### config.mk
export PLATFORM = sky130hd
export DESIGN_NAME = batch_setpoint_sequencer
export DESIGN_NICKNAME = d
export VERILOG_FILES = /design/src/batch_seq_pkg.sv /design/src/batch_setpoint_sequencer.sv
export SDC_FILE = /design/constraint.sdc
export NUM_CORES = 2
export LEC_CHECK = 0
export BUFFER_PORTS_ARGS = -buffer_cell sky130_fd_sc_hd__buf_2
export CAP_MARGIN = 5
export CORE_UTILIZATION = 55
export CTS_CLUSTER_SIZE = 16
export DETAILED_ROUTE_END_ITERATION = 8
export PLACE_DENSITY = 0.77
export SETUP_SLACK_MARGIN = 0.1
export SYNTH_ARGS = -nofsm -noshare
export SYNTH_HDL_FRONTEND = slang
export SYNTH_SLANG_ARGS = --single-unit
### constraint.sdc
create_clock -name CLOCK_I -period 25.4 [get_ports CLOCK_I]
set_input_delay 1.27 -clock CLOCK_I [delete_from_list [all_inputs] [get_ports CLOCK_I]]
set_output_delay 1.27 -clock CLOCK_I [all_outputs]
set_load 0.05 [all_outputs]
### src/batch_seq_pkg.sv
// Purpose: Shared constants, register map and field layouts of the batch setpoint sequencer.
// Assumes: One system clock at 125 MHz and a register bus with 32-bit data.
// Notes:   Step and monitor entries share one 32-bit layout.
package batch_seq_pkg;

    // =========================================================
    // Timing
    // =========================================================
    localparam int CLOCK_PERIOD_NS = 8;
    localparam int TICK_PERIOD_NS  = 100_000_000;
    localparam int TICK_CYCLES_DEF = (TICK_PERIOD_NS + CLOCK_PERIOD_NS - 1) / CLOCK_PERIOD_NS;

    // =========================================================
    // Sizes
    // =========================================================
    localparam int N_STEPS = 8;
    localparam int IDX_W   = 3;
    localparam int N_OUT   = 8;
    localparam int VAL_W   = 16;

    // =========================================================
    // Register map
    // =========================================================
    localparam logic [11:0] CTRL_OFS      = 12'h000;
    localparam logic [11:0] STATUS_OFS    = 12'h004;
    localparam logic [11:0] LIMITS_OFS    = 12'h008;
    localparam logic [11:0] STEP_BASE_OFS = 12'h040;
    localparam logic [11:0] MON_BASE_OFS  = 12'h080;
    localparam logic [31:0] ENTRY_MASK    = 32'hffff_777f;

    localparam int CTRL_MODE_LSB   = 0;
    localparam int CTRL_LAST_LSB   = 4;
    localparam int CTRL_START_BIT  = 8;
    localparam int STAT_STEP_LSB   = 0;
    localparam int STAT_ACTIVE_BIT = 4;
    localparam int STAT_JOG_BIT    = 5;
    localparam int STAT_PEND_BIT   = 6;
    localparam int STAT_RUNS_LSB   = 8;
    localparam int STAT_DOUT_LSB   = 24;
    localparam int LIM_UNDER_LSB   = 0;
    localparam int LIM_OVER_LSB    = 16;

    localparam logic [VAL_W-1:0] ONE_RUN = 16'h0001;

    // Synchroniser lanes of the front-end status pins and the batch start input.
    localparam int SYN_STANDSTILL = 0;
    localparam int SYN_ZERO       = 1;
    localparam int SYN_RANGE      = 2;
    localparam int SYN_START      = 3;

    // =========================================================
    // Types
    // =========================================================
    typedef enum logic [1:0] {
        SEL_OFF    = 2'h0,
        SEL_AUTO   = 2'h1,
        SEL_MANUAL = 2'h2
    } batching_select_t;

    typedef enum logic [3:0] {
        ST_OFF                  = 4'h0,
        ST_WEIGHT               = 4'h1,
        ST_DELAY                = 4'h2,
        ST_STANDSTILL_WAIT_STEP = 4'h3,
        ST_COUNTER              = 4'h4,
        ST_REFILL               = 4'h5,
        ST_PAUSE                = 4'h6,
        ST_CLOCK_MATCH          = 4'h7,
        ST_DELTA                = 4'h8,
        ST_ALWAYS               = 4'h9,
        ST_NEVER                = 4'ha
    } step_kind_t;

    typedef enum logic [3:0] {
        MK_OFF                  = 4'h0,
        MK_ZERO_MONITOR         = 4'h1,
        MK_MOTION_MONITOR       = 4'h2,
        MK_RANGE_MONITOR        = 4'h3,
        MK_BATCH_ACTIVE_MONITOR = 4'h4,
        MK_WATCHDOG             = 4'h5,
        MK_CONCUR               = 4'h6,
        MK_CLOCK_MATCH          = 4'h7,
        MK_CHECKWEIGHER         = 4'h8
    } mon_kind_t;

    // Steps use sel_c as branch target; monitors use sel_b/sel_c as start/end
    // (checkweigher: out_sel over, sel_b under, sel_c accept).
    typedef struct packed {
        logic [VAL_W-1:0] value;
        logic             pad2;
        logic [IDX_W-1:0] sel_c;
        logic             pad1;
        logic [IDX_W-1:0] sel_b;
        logic             pad0;
        logic [IDX_W-1:0] out_sel;
        logic [3:0]       kind;
    } entry_t;

endpackage : batch_seq_pkg

### src/batch_setpoint_sequencer.sv
// Purpose: Batch step sequencer and continuous setpoint monitors with an APB register file.
// Assumes: Weight and time of day come from logic on CLOCK_I; status pins are asynchronous.
// Notes:   All timing runs on a tenth-of-a-second tick derived from CLOCK_I.
//
// The register offsets and the APB interface to the registers were decided locally.
module batch_setpoint_sequencer
    import batch_seq_pkg::*;
#(
    parameter int TICK_CYCLES = TICK_CYCLES_DEF,
    parameter int N_MON       = 4
) (
    input  wire logic             CLOCK_I,
    input  wire logic             RESETN_I,
    input  wire logic             CE_I,
    input  wire logic             PSEL_I,
    input  wire logic             PENABLE_I,
    input  wire logic             PWRITE_I,
    input  wire logic [11:0]      PADDR_I,
    input  wire logic [31:0]      PWDATA_I,
    output logic      [31:0]      PRDATA_O,
    output logic                  PREADY_O,
    output logic                  PSLVERR_O,
    input  wire logic             STANDSTILL_I,
    input  wire logic             CENTRE_ZERO_I,
    input  wire logic             IN_RANGE_I,
    input  wire logic             BATCH_START_INPUT_I,
    input  wire logic [VAL_W-1:0] WEIGHT_I,
    input  wire logic [VAL_W-1:0] TIME_OF_DAY_I,
    output logic      [N_OUT-1:0] DOUT_O
);

    // =========================================================
    // State
    // =========================================================
    localparam int MON_IW  = (N_MON > 1) ? $clog2(N_MON) : 1;
    localparam int PRESC_W = $clog2(TICK_CYCLES) + 1;

    typedef enum logic [1:0] {SEQ_IDLE, SEQ_STEP, SEQ_REFILL} seq_t;

    typedef struct packed {
        logic [3:0]                    sync1;
        logic [3:0]                    sync2;
        logic [3:0]                    sync3;
        logic [3:0]                    filt;
        logic                          start_d;
        logic [PRESC_W-1:0]            presc;
        logic                          tick;
        logic [1:0]                    mode;
        logic [IDX_W-1:0]              last_step;
        logic                          start_pend;
        logic [VAL_W-1:0]              lim_under;
        logic [VAL_W-1:0]              lim_over;
        logic [N_STEPS-1:0][31:0]      steps;
        logic [N_MON-1:0][31:0]        mons;
        seq_t                          seq;
        logic [IDX_W-1:0]              cur;
        logic                          entered;
        logic [VAL_W-1:0]              runs_left;
        logic                          count_loaded;
        logic [VAL_W-1:0]              timer;
        logic [VAL_W-1:0]              ref_weight;
        logic [IDX_W-1:0]              prev_weight;
        logic                          have_prev;
        logic [N_MON-1:0][VAL_W-1:0]   mon_timer;
        logic [N_MON-1:0]              mon_run;
        logic [N_MON-1:0]              mon_flag;
        logic [N_OUT-1:0]              dout;
        logic [31:0]                   rdata;
        logic                          err;
        logic                          rd_ok;
    } state_t;

    state_t s;
    state_t next_s;

    // =========================================================
    // Bus handshake
    // =========================================================
    // Read data is captured in the setup cycle, so the access completes
    // at once unless the clock enable is low.
    assign PREADY_O  = CE_I & s.rd_ok & PSEL_I & PENABLE_I;
    assign PRDATA_O  = s.rdata;
    assign PSLVERR_O = s.err & PREADY_O;
    assign DOUT_O    = s.dout;

    // =========================================================
    // Next state
    // =========================================================
    always_comb begin
        entry_t           st;
        entry_t           pe;
        entry_t           me;
        logic             acc;
        logic             wr;
        logic             bad;
        logic [31:0]      rdv;
        logic             sev;
        logic             consume;
        logic             sat;
        logic             branch;
        logic             wmet;
        logic             hs;
        logic             he;
        logic             over;
        logic             under;
        logic [VAL_W-1:0] diff;
        logic [N_OUT-1:0] drv;
        logic [2:0]       widx;
        st      = entry_t'(s.steps[s.cur]);
        pe      = entry_t'(s.steps[s.prev_weight]);
        wmet    = !s.have_prev || (WEIGHT_I >= pe.value);
        me      = '0;
        acc     = PSEL_I & PENABLE_I & s.rd_ok;
        wr      = acc & PWRITE_I;
        bad     = 1'b0;
        rdv     = '0;
        sev     = 1'b0;
        consume = 1'b0;
        sat     = 1'b0;
        branch  = 1'b0;
        hs      = 1'b0;
        he      = 1'b0;
        over    = 1'b0;
        under   = 1'b0;
        drv     = '0;
        widx    = PADDR_I[4:2];
        diff    = (WEIGHT_I >= s.ref_weight) ? WEIGHT_I - s.ref_weight : s.ref_weight - WEIGHT_I;
        next_s  = s;

        // Status pins: a change counts once the second and third stages agree.
        next_s.sync1   = {BATCH_START_INPUT_I, IN_RANGE_I, CENTRE_ZERO_I, STANDSTILL_I};
        next_s.sync2   = s.sync1;
        next_s.sync3   = s.sync2;
        next_s.filt    = (s.sync2 & s.sync3) | (s.filt & (s.sync2 | s.sync3));
        next_s.start_d = s.filt[SYN_START];
        sev            = s.filt[SYN_START] & ~s.start_d;

        // Tenth-of-a-second tick.
        next_s.tick = 1'b0;
        if (s.presc == PRESC_W'(TICK_CYCLES - 1)) begin
            next_s.presc = '0;
            next_s.tick  = 1'b1;
        end else begin
            next_s.presc = s.presc + 1'b1;
        end

        // ===== Register decode =====
        if (PADDR_I == CTRL_OFS) begin
            rdv[CTRL_MODE_LSB +: 2]     = s.mode;
            rdv[CTRL_LAST_LSB +: IDX_W] = s.last_step;
        end else if (PADDR_I == STATUS_OFS) begin
            rdv[STAT_STEP_LSB +: IDX_W] = s.cur;
            rdv[STAT_ACTIVE_BIT]        = (s.seq != SEQ_IDLE);
            rdv[STAT_JOG_BIT]           = (s.seq == SEQ_REFILL);
            rdv[STAT_PEND_BIT]          = s.start_pend;
            rdv[STAT_RUNS_LSB +: VAL_W] = s.runs_left;
            rdv[STAT_DOUT_LSB +: N_OUT] = s.dout;
        end else if (PADDR_I == LIMITS_OFS) begin
            rdv[LIM_UNDER_LSB +: VAL_W] = s.lim_under;
            rdv[LIM_OVER_LSB +: VAL_W]  = s.lim_over;
        end else if (PADDR_I[11:5] == STEP_BASE_OFS[11:5] && PADDR_I[1:0] == 2'h0) begin
            rdv = s.steps[widx];
        end else if (PADDR_I[11:5] == MON_BASE_OFS[11:5] && PADDR_I[1:0] == 2'h0
                     && int'(widx) < N_MON) begin
            rdv = s.mons[widx[MON_IW-1:0]];
        end else begin
            bad = 1'b1;
        end

        next_s.rd_ok = PSEL_I & ~acc;
        if (PSEL_I && !s.rd_ok) begin
            next_s.rdata = rdv;
            next_s.err   = bad;
        end

        if (wr && !bad) begin
            if (PADDR_I == CTRL_OFS) begin
                next_s.mode      = PWDATA_I[CTRL_MODE_LSB +: 2];
                next_s.last_step = PWDATA_I[CTRL_LAST_LSB +: IDX_W];
                sev              = sev | PWDATA_I[CTRL_START_BIT];
            end else if (PADDR_I == LIMITS_OFS) begin
                next_s.lim_under = PWDATA_I[LIM_UNDER_LSB +: VAL_W];
                next_s.lim_over  = PWDATA_I[LIM_OVER_LSB +: VAL_W];
            end else if (PADDR_I[11:5] == STEP_BASE_OFS[11:5]) begin
                next_s.steps[widx] = PWDATA_I & ENTRY_MASK;
            end else if (PADDR_I[11:5] == MON_BASE_OFS[11:5]) begin
                next_s.mons[widx[MON_IW-1:0]] = PWDATA_I & ENTRY_MASK;
            end
        end

        // ===== Batch sequence =====
        next_s.entered = 1'b0;
        unique case (s.seq)
            SEQ_IDLE: begin
                if (s.mode == SEL_AUTO || (s.mode == SEL_MANUAL && s.start_pend)) begin
                    consume             = 1'b1;
                    next_s.seq          = SEQ_STEP;
                    next_s.cur          = '0;
                    next_s.entered      = 1'b1;
                    next_s.runs_left    = ONE_RUN;
                    next_s.count_loaded = 1'b0;
                    next_s.have_prev    = 1'b0;
                    next_s.timer        = '0;
                    next_s.ref_weight   = WEIGHT_I;
                end
            end
            SEQ_STEP: begin
                if (s.tick) begin
                    next_s.timer = s.timer + 1'b1;
                end
                unique case (step_kind_t'(st.kind))
                    ST_OFF: sat = 1'b1;
                    ST_ALWAYS: sat = 1'b1;
                    ST_WEIGHT: begin
                        sat = (WEIGHT_I >= st.value);
                        if (sat) begin
                            next_s.prev_weight = s.cur;
                            next_s.have_prev   = 1'b1;
                        end
                    end
                    ST_DELAY: sat = (s.timer > st.value);
                    ST_STANDSTILL_WAIT_STEP: sat = s.filt[SYN_STANDSTILL];
                    ST_COUNTER: begin
                        sat = 1'b1;
                        // Loaded once per batch so that later repeats keep counting down.
                        if (!s.count_loaded) begin
                            next_s.runs_left    = st.value;
                            next_s.count_loaded = 1'b1;
                        end
                    end
                    ST_REFILL: begin
                        if (s.filt[SYN_STANDSTILL]) begin
                            if (wmet) begin
                                sat = 1'b1;
                            end else begin
                                next_s.seq   = SEQ_REFILL;
                                next_s.timer = '0;
                            end
                        end
                    end
                    ST_PAUSE: begin
                        sat     = s.start_pend;
                        consume = s.start_pend;
                    end
                    ST_CLOCK_MATCH: sat = (TIME_OF_DAY_I == st.value);
                    ST_DELTA: sat = (diff >= st.value);
                    ST_NEVER: branch = 1'b1;
                    default: sat = 1'b1;
                endcase
                if (sat || branch) begin
                    next_s.timer      = '0;
                    next_s.ref_weight = WEIGHT_I;
                    next_s.entered    = 1'b1;
                end
                if (branch) begin
                    next_s.cur = st.sel_c;
                end else if (sat) begin
                    if (s.cur != s.last_step) begin
                        next_s.cur = s.cur + 1'b1;
                    end else if (s.runs_left > ONE_RUN) begin
                        next_s.runs_left = s.runs_left - 1'b1;
                        next_s.cur       = '0;
                    end else begin
                        next_s.seq       = SEQ_IDLE;
                        next_s.runs_left = '0;
                        next_s.entered   = 1'b0;
                    end
                end
            end
            SEQ_REFILL: begin
                if (s.timer >= st.value) begin
                    next_s.seq   = SEQ_STEP;
                    next_s.timer = '0;
                end else if (s.tick) begin
                    next_s.timer = s.timer + 1'b1;
                end
            end
            default: next_s.seq = SEQ_IDLE;
        endcase

        // Selecting off aborts a running sequence at once.
        if (s.mode != SEL_AUTO && s.mode != SEL_MANUAL) begin
            next_s.seq     = SEQ_IDLE;
            next_s.entered = 1'b0;
        end

        // A start arriving while the pending one is taken is kept.
        next_s.start_pend = (s.start_pend & ~consume) | sev;

        // ===== Output drive =====
        if (s.seq == SEQ_STEP && step_kind_t'(st.kind) == ST_WEIGHT && WEIGHT_I < st.value) begin
            drv[st.out_sel] = 1'b1;
        end
        if (s.seq != SEQ_IDLE && step_kind_t'(st.kind) == ST_REFILL) begin
            drv[st.out_sel] = 1'b1;
        end
        if (s.seq == SEQ_REFILL) begin
            drv[pe.out_sel] = 1'b1;
        end

        for (int m = 0; m < N_MON; m++) begin
            me    = entry_t'(s.mons[m]);
            hs    = s.entered && (s.cur == me.sel_b);
            he    = s.entered && (s.cur == me.sel_c);
            over  = (WEIGHT_I > s.lim_over);
            under = (WEIGHT_I < s.lim_under);
            if (mon_kind_t'(me.kind) != MK_WATCHDOG && mon_kind_t'(me.kind) != MK_CONCUR) begin
                next_s.mon_run[m]  = 1'b0;
                next_s.mon_flag[m] = 1'b0;
            end
            unique case (mon_kind_t'(me.kind))
                MK_ZERO_MONITOR: drv[me.out_sel] |= s.filt[SYN_ZERO];
                MK_MOTION_MONITOR: drv[me.out_sel] |= ~s.filt[SYN_STANDSTILL];
                MK_RANGE_MONITOR: drv[me.out_sel] |= s.filt[SYN_RANGE];
                MK_BATCH_ACTIVE_MONITOR: drv[me.out_sel] |= (s.seq != SEQ_IDLE);
                MK_WATCHDOG: begin
                    if (hs) begin
                        next_s.mon_run[m]   = 1'b1;
                        next_s.mon_timer[m] = '0;
                        next_s.mon_flag[m]  = 1'b0;
                    end else if (s.mon_run[m]) begin
                        if (he) begin
                            next_s.mon_run[m] = 1'b0;
                        end else if (s.mon_timer[m] >= me.value) begin
                            next_s.mon_run[m]  = 1'b0;
                            next_s.mon_flag[m] = 1'b1;
                        end else if (s.tick) begin
                            next_s.mon_timer[m] = s.mon_timer[m] + 1'b1;
                        end
                    end
                    drv[me.out_sel] |= s.mon_flag[m];
                end
                MK_CONCUR: begin
                    if (hs) begin
                        next_s.mon_flag[m]  = 1'b1;
                        next_s.mon_timer[m] = '0;
                    end else if (s.mon_flag[m]) begin
                        if (me.value == '0) begin
                            if (he) begin
                                next_s.mon_flag[m] = 1'b0;
                            end
                        end else if (s.mon_timer[m] >= me.value) begin
                            next_s.mon_flag[m] = 1'b0;
                        end else if (s.tick) begin
                            next_s.mon_timer[m] = s.mon_timer[m] + 1'b1;
                        end
                    end
                    // Two concur monitors on one output simply OR together.
                    drv[me.out_sel] |= s.mon_flag[m];
                end
                MK_CLOCK_MATCH: drv[me.out_sel] |= (TIME_OF_DAY_I == me.value);
                MK_CHECKWEIGHER: begin
                    drv[me.out_sel] |= over;
                    drv[me.sel_b]   |= under;
                    drv[me.sel_c]   |= ~over & ~under;
                end
                default: ;
            endcase
        end
        next_s.dout = drv;
    end

    // =========================================================
    // Registers
    // =========================================================
    always_ff @(posedge CLOCK_I or negedge RESETN_I) begin
        if (!RESETN_I) begin
            s <= '0;
        end else if (CE_I) begin
            s <= next_s;
        end
    end

endmodule : batch_setpoint_sequencer

==> results.txt <==
The flow ran to the end, and the final reports show no timing, DRC or antenna violations. After detailed routing, the number of vias per cell comes to 6.94. Fill cells in the final layout number 6477. The fraction of layout instances using a drive strength above 1 is 20.0%, and the register-to-register setup slack is 13.95 ns. The clock sink count is 602. The clock reaches the later pin of the worst-skew pair after 0.66 ns. The detailed router finished its first iteration with 5191 violations. The final cycle utilization of the critical path was 45.1%.

Count of distinct cell types in the synthesized netlist: 119. The tool flagged a number of max-cap violations equal to 0. The H-tree level count is 3. Measured along the y axis, the die boundary spans 284 um. In the routed design, unresolved DRC markers number 0. Post-CTS timing repair inserted 0 buffers for setup.

The tree is rooted in a sky130_fd_sc_hd__clkbuf_16. For this design the top-level I/O count stands at 128. The synthesized design contains 602 register bits.

The total global-route track usage was 38.0%. OpenSTA, run right after detailed placement, puts the worst setup slack at 14.16 ns. The layout overhead on the synthesized area was 8.07%. For hold timing, the worst endpoint is PRDATA_O[4].

The tools report the die area as 0.0808 mm^2. Count of final max-slew check failures: 0. The run gives 0 as the count of nets left with antenna violations after detail routing. The share of total power dissipated in combinational logic is 8.7%.

The leftover overflow at the end of global routing is 0. Ranked by total cell area, the synthesized netlist is headed by sky130_fd_sc_hd__dfrtp_1, sky130_fd_sc_hd__mux4_2, sky130_fd_sc_hd__mux2_2. The worst hold path passes through 2 cells. After clock tree synthesis, the flow added hold-fix buffers numbering 0.

In this run the critical register-to-register path is captured at DOUT_O[1]. Port buffering added 127 buffers. For the number of search-and-repair iterations in the first detailed-routing pass, the log shows 8. The routed design could run at a clock period as short as 11.45 ns.

Global routing used 13.2% of the available met3 tracks. The detailed placer's ending HPWL is 110 mm, and the internal power is 0.00166 W. Sequential cells account for 43.8% of the total power. During synthesis, Yosys emitted a total of 0 warnings. Timing-limited maximum frequency: 87.4 MHz.

The wire length per cell is 27.9 um, and the area fraction of the dominant cell type after synthesis is 34.4%. The largest driver fanout on the critical path was 51; the proportion of total power due to net switching was 26.6%. The run gives 25.91 ns as the required time at the worst-slack endpoint.

Final worst-path setup slack: 13.95 ns. The mapped netlist covers 0.0438 mm^2. For the met1 usage, the log shows 49.7%. TritonCTS built the clock tree. For the total via count in the routed design, the log shows 38800. The run gives 36900 as the via count of the first global-routing pass. Data arrives at the worst endpoint at 11.96 ns. The number of flops mapped to enable cells by yosys came out at 0. The startpoint type of the worst setup path is a flip-flop. In this run the power spent charging and discharging nets is 0.000603 W. The worst-case vdd ir drop was 0.0454 mV. Global-route layer with the greatest usage: met2. Among all flip-flop cells after synthesis, the most frequent one is sky130_fd_sc_hd__dfrtp_1. The number of hold violations in the final report is 0.

The tools report the origin of the worst min-delay path as PRDATA_O[4]. Number of antenna violations at the first check in global routing: 16. In this run the standard cell core region covers 0.0789 mm^2. The slowest stage of the critical path is the sky130_fd_sc_hd__a41oi_2 cell.

In this run the tightest slew margin relative to its limit is 12.1%. The run gives 21.0 nW as the leakage power. For the placement row count, the log shows 103. The largest net degree at the start of global routing came out at 106. Counting every net in the synthesized netlist gives 4836. The largest single stage delay on the critical path is 0.74 ns. Final layout net count: 4766.

The worst register-to-register path begins at s[169]. Summed over all layers, the routed wires come to 156 mm. The share of total power dissipated in the clock network is 47.5%.

Averaged over all synthesized cells, the footprint is 9.65 um^2. The starting density of the core was 55.6%. Of all cell types, the one taking the most synthesized area is sky130_fd_sc_hd__dfrtp_1. The final weighted congestion of routability-driven global placement is 0.993, and the final setup violation count is 0. The share of synthesized registers carrying an async set or reset is 100%. The number of cells on the worst reg-to-reg path is 33. The power density normalized to cell area is 47.8 mW/mm^2. The tools report the first-pass GRT wire length as 233 mm. Clock-pin slew was measured on the worst setup and hold paths at 0.06 ns. The most frequently used cell type in the post-synthesis netlist was sky130_fd_sc_hd__dfrtp_1. The run gives 0 ns as the summed negative setup slack over all endpoints. The critical path is of the flip-flop to flip-flop type. The number of instances resized during post-cts repair was 0; the measured slew at the worst slew-check pin was 1.32 ns. For this run, the share of the core covered by cells in the final layout is 60.0%. Counting the buffers created by CTS gives 70. The run gives 3 as the maximum clock path buffer count. Setup repair after global routing left no endpoint under its margin. Tracing the worst setup path back leads to its startpoint at s[169].

The worst-case clock skew was 0.0467 ns. The commonest cells after synthesis are sky130_fd_sc_hd__dfrtp_1, sky130_fd_sc_hd__nand2_1, sky130_fd_sc_hd__o21ai_0. The worst min-delay path class is flip-flop to flip-flop.

Sequential elements use 34.4% of the synthesized area. The die width came out at 284 um. Global routing used 55.0% of the available met2 tracks. The worst setup path is captured at a flip-flop.

Synthesis produced 4543 cells.
area by class of cell:
class	count	area, um^2	share of cell area [%]
Multi-Input combinational cell	3406	26600	56.1
Sequential cell	602	15100	31.8
Clock buffer	97	2010	4.25
Tap cell	1050	1310	2.77
Timing Repair Buffer	198	1190	2.51
Inverter	195	732	1.55
Clock inverter	26	433	0.914
Antenna cell	9	22.5	0.0476
stage by stage:
step	instance area [um^2]	power (W)	instances	hold WS [ns]
after floorplan	43800	0.00111	4543	0.442
after global placement	44900	0.00119	5451	0.457
after detailed placement	44900	0.00120	5451	0.466
after CTS	47300	0.00226	5574	0.479
after global routing	47400	0.00232	5582	0.494
final	47400	0.00226	5583	0.477
registers in the layout (all words and copies together), names as in the netlist:
| signal | count |
|---|---|
| next_s | 9 |
| PRDATA_O | 32 |
| s | 553 |
| DOUT_O | 8 |
cell usage in the layout, fill, tap and decap left out, drive strengths merged, types with 12 or more instances in the layout:
| master | count |
|---|---|
| clkbuf | 97 |
| nor2 | 276 |
| nand4 | 52 |
| nor3 | 112 |
| nand3b | 13 |
| o21a | 19 |
| and2 | 35 |
| a21oi | 196 |
| a211oi | 33 |
| nor2b | 58 |
| buf | 198 |
| xor2 | 108 |
| mux2i | 81 |
| nand2b | 73 |
| xnor2 | 96 |
| mux4 | 178 |
| o2111ai | 12 |
| or2 | 18 |
| o22ai | 22 |
| o21ai | 400 |
| and3 | 39 |
| a221oi | 24 |
| a31oi | 41 |
| nand3 | 140 |
| mux2 | 310 |
| dfrtp | 602 |
| a22oi | 13 |
| a21o | 52 |
| or3 | 43 |
| a221o | 24 |
| clkinv | 17 |
| o211ai | 31 |
| nand2 | 399 |
| a22o | 22 |
| nor3b | 20 |
| inv | 195 |
| ha | 205 |
| nor4 | 51 |
| o31ai | 24 |
worst max path at each step:
stage | end | slack (ns)
after global placement | DOUT_O[1] | 14.15
after detailed placement | DOUT_O[1] | 14.16
after CTS | DOUT_O[1] | 14.16
after floorplan | DOUT_O[1] | 16.21
after global routing | DOUT_O[1] | 13.12
final | DOUT_O[1] | 13.95
cell families after synthesis:
family                   Yosys count  share of synthesized area (%)
AND/OR/NAND/NOR                 1368                           15.4
multiplexers                     569                           19.0
adder cells (fa/ha/maj)          208                           5.97
flip-flops                       602                           34.4
XOR/XNOR                         204                           4.08
buffers and inverters            535                           5.22
AO/OA/AOI/OAI                   1057                           15.9
worst max-delay path: cells and delay by family, from the launching register on:
family,cells,cell delay (ns)
AND/OR/NAND/NOR,9,2.98
AO/OA/AOI/OAI,19,5.77
buffers and inverters,2,0.97
flip-flops,1,0.64
adder cells (fa/ha/maj),1,0.17
multiplexers,2,0.69
layer usage:
layer / share of wire, % / wire length (um)
met1: 38 / 58900
met2: 43 / 66200
met3: 13 / 20700
met4: 6.1 / 9520
met5: 0.089 / 139
power groups by stage:
stage	clock (W)	combinational [W]	sequential (W)
4_1_cts	0.00108	0.000193	0.000989
3_5_place_dp	0	0.000191	0.00101
6_report	0.00108	0.000197	0.000990
2_1_floorplan	0	0.000111	0.00100
5_1_grt	0.00112	0.000212	0.000991
3_3_place_gp	0	0.000187	0.00101
No activity file was read; power rests on OpenSTA's default activity.
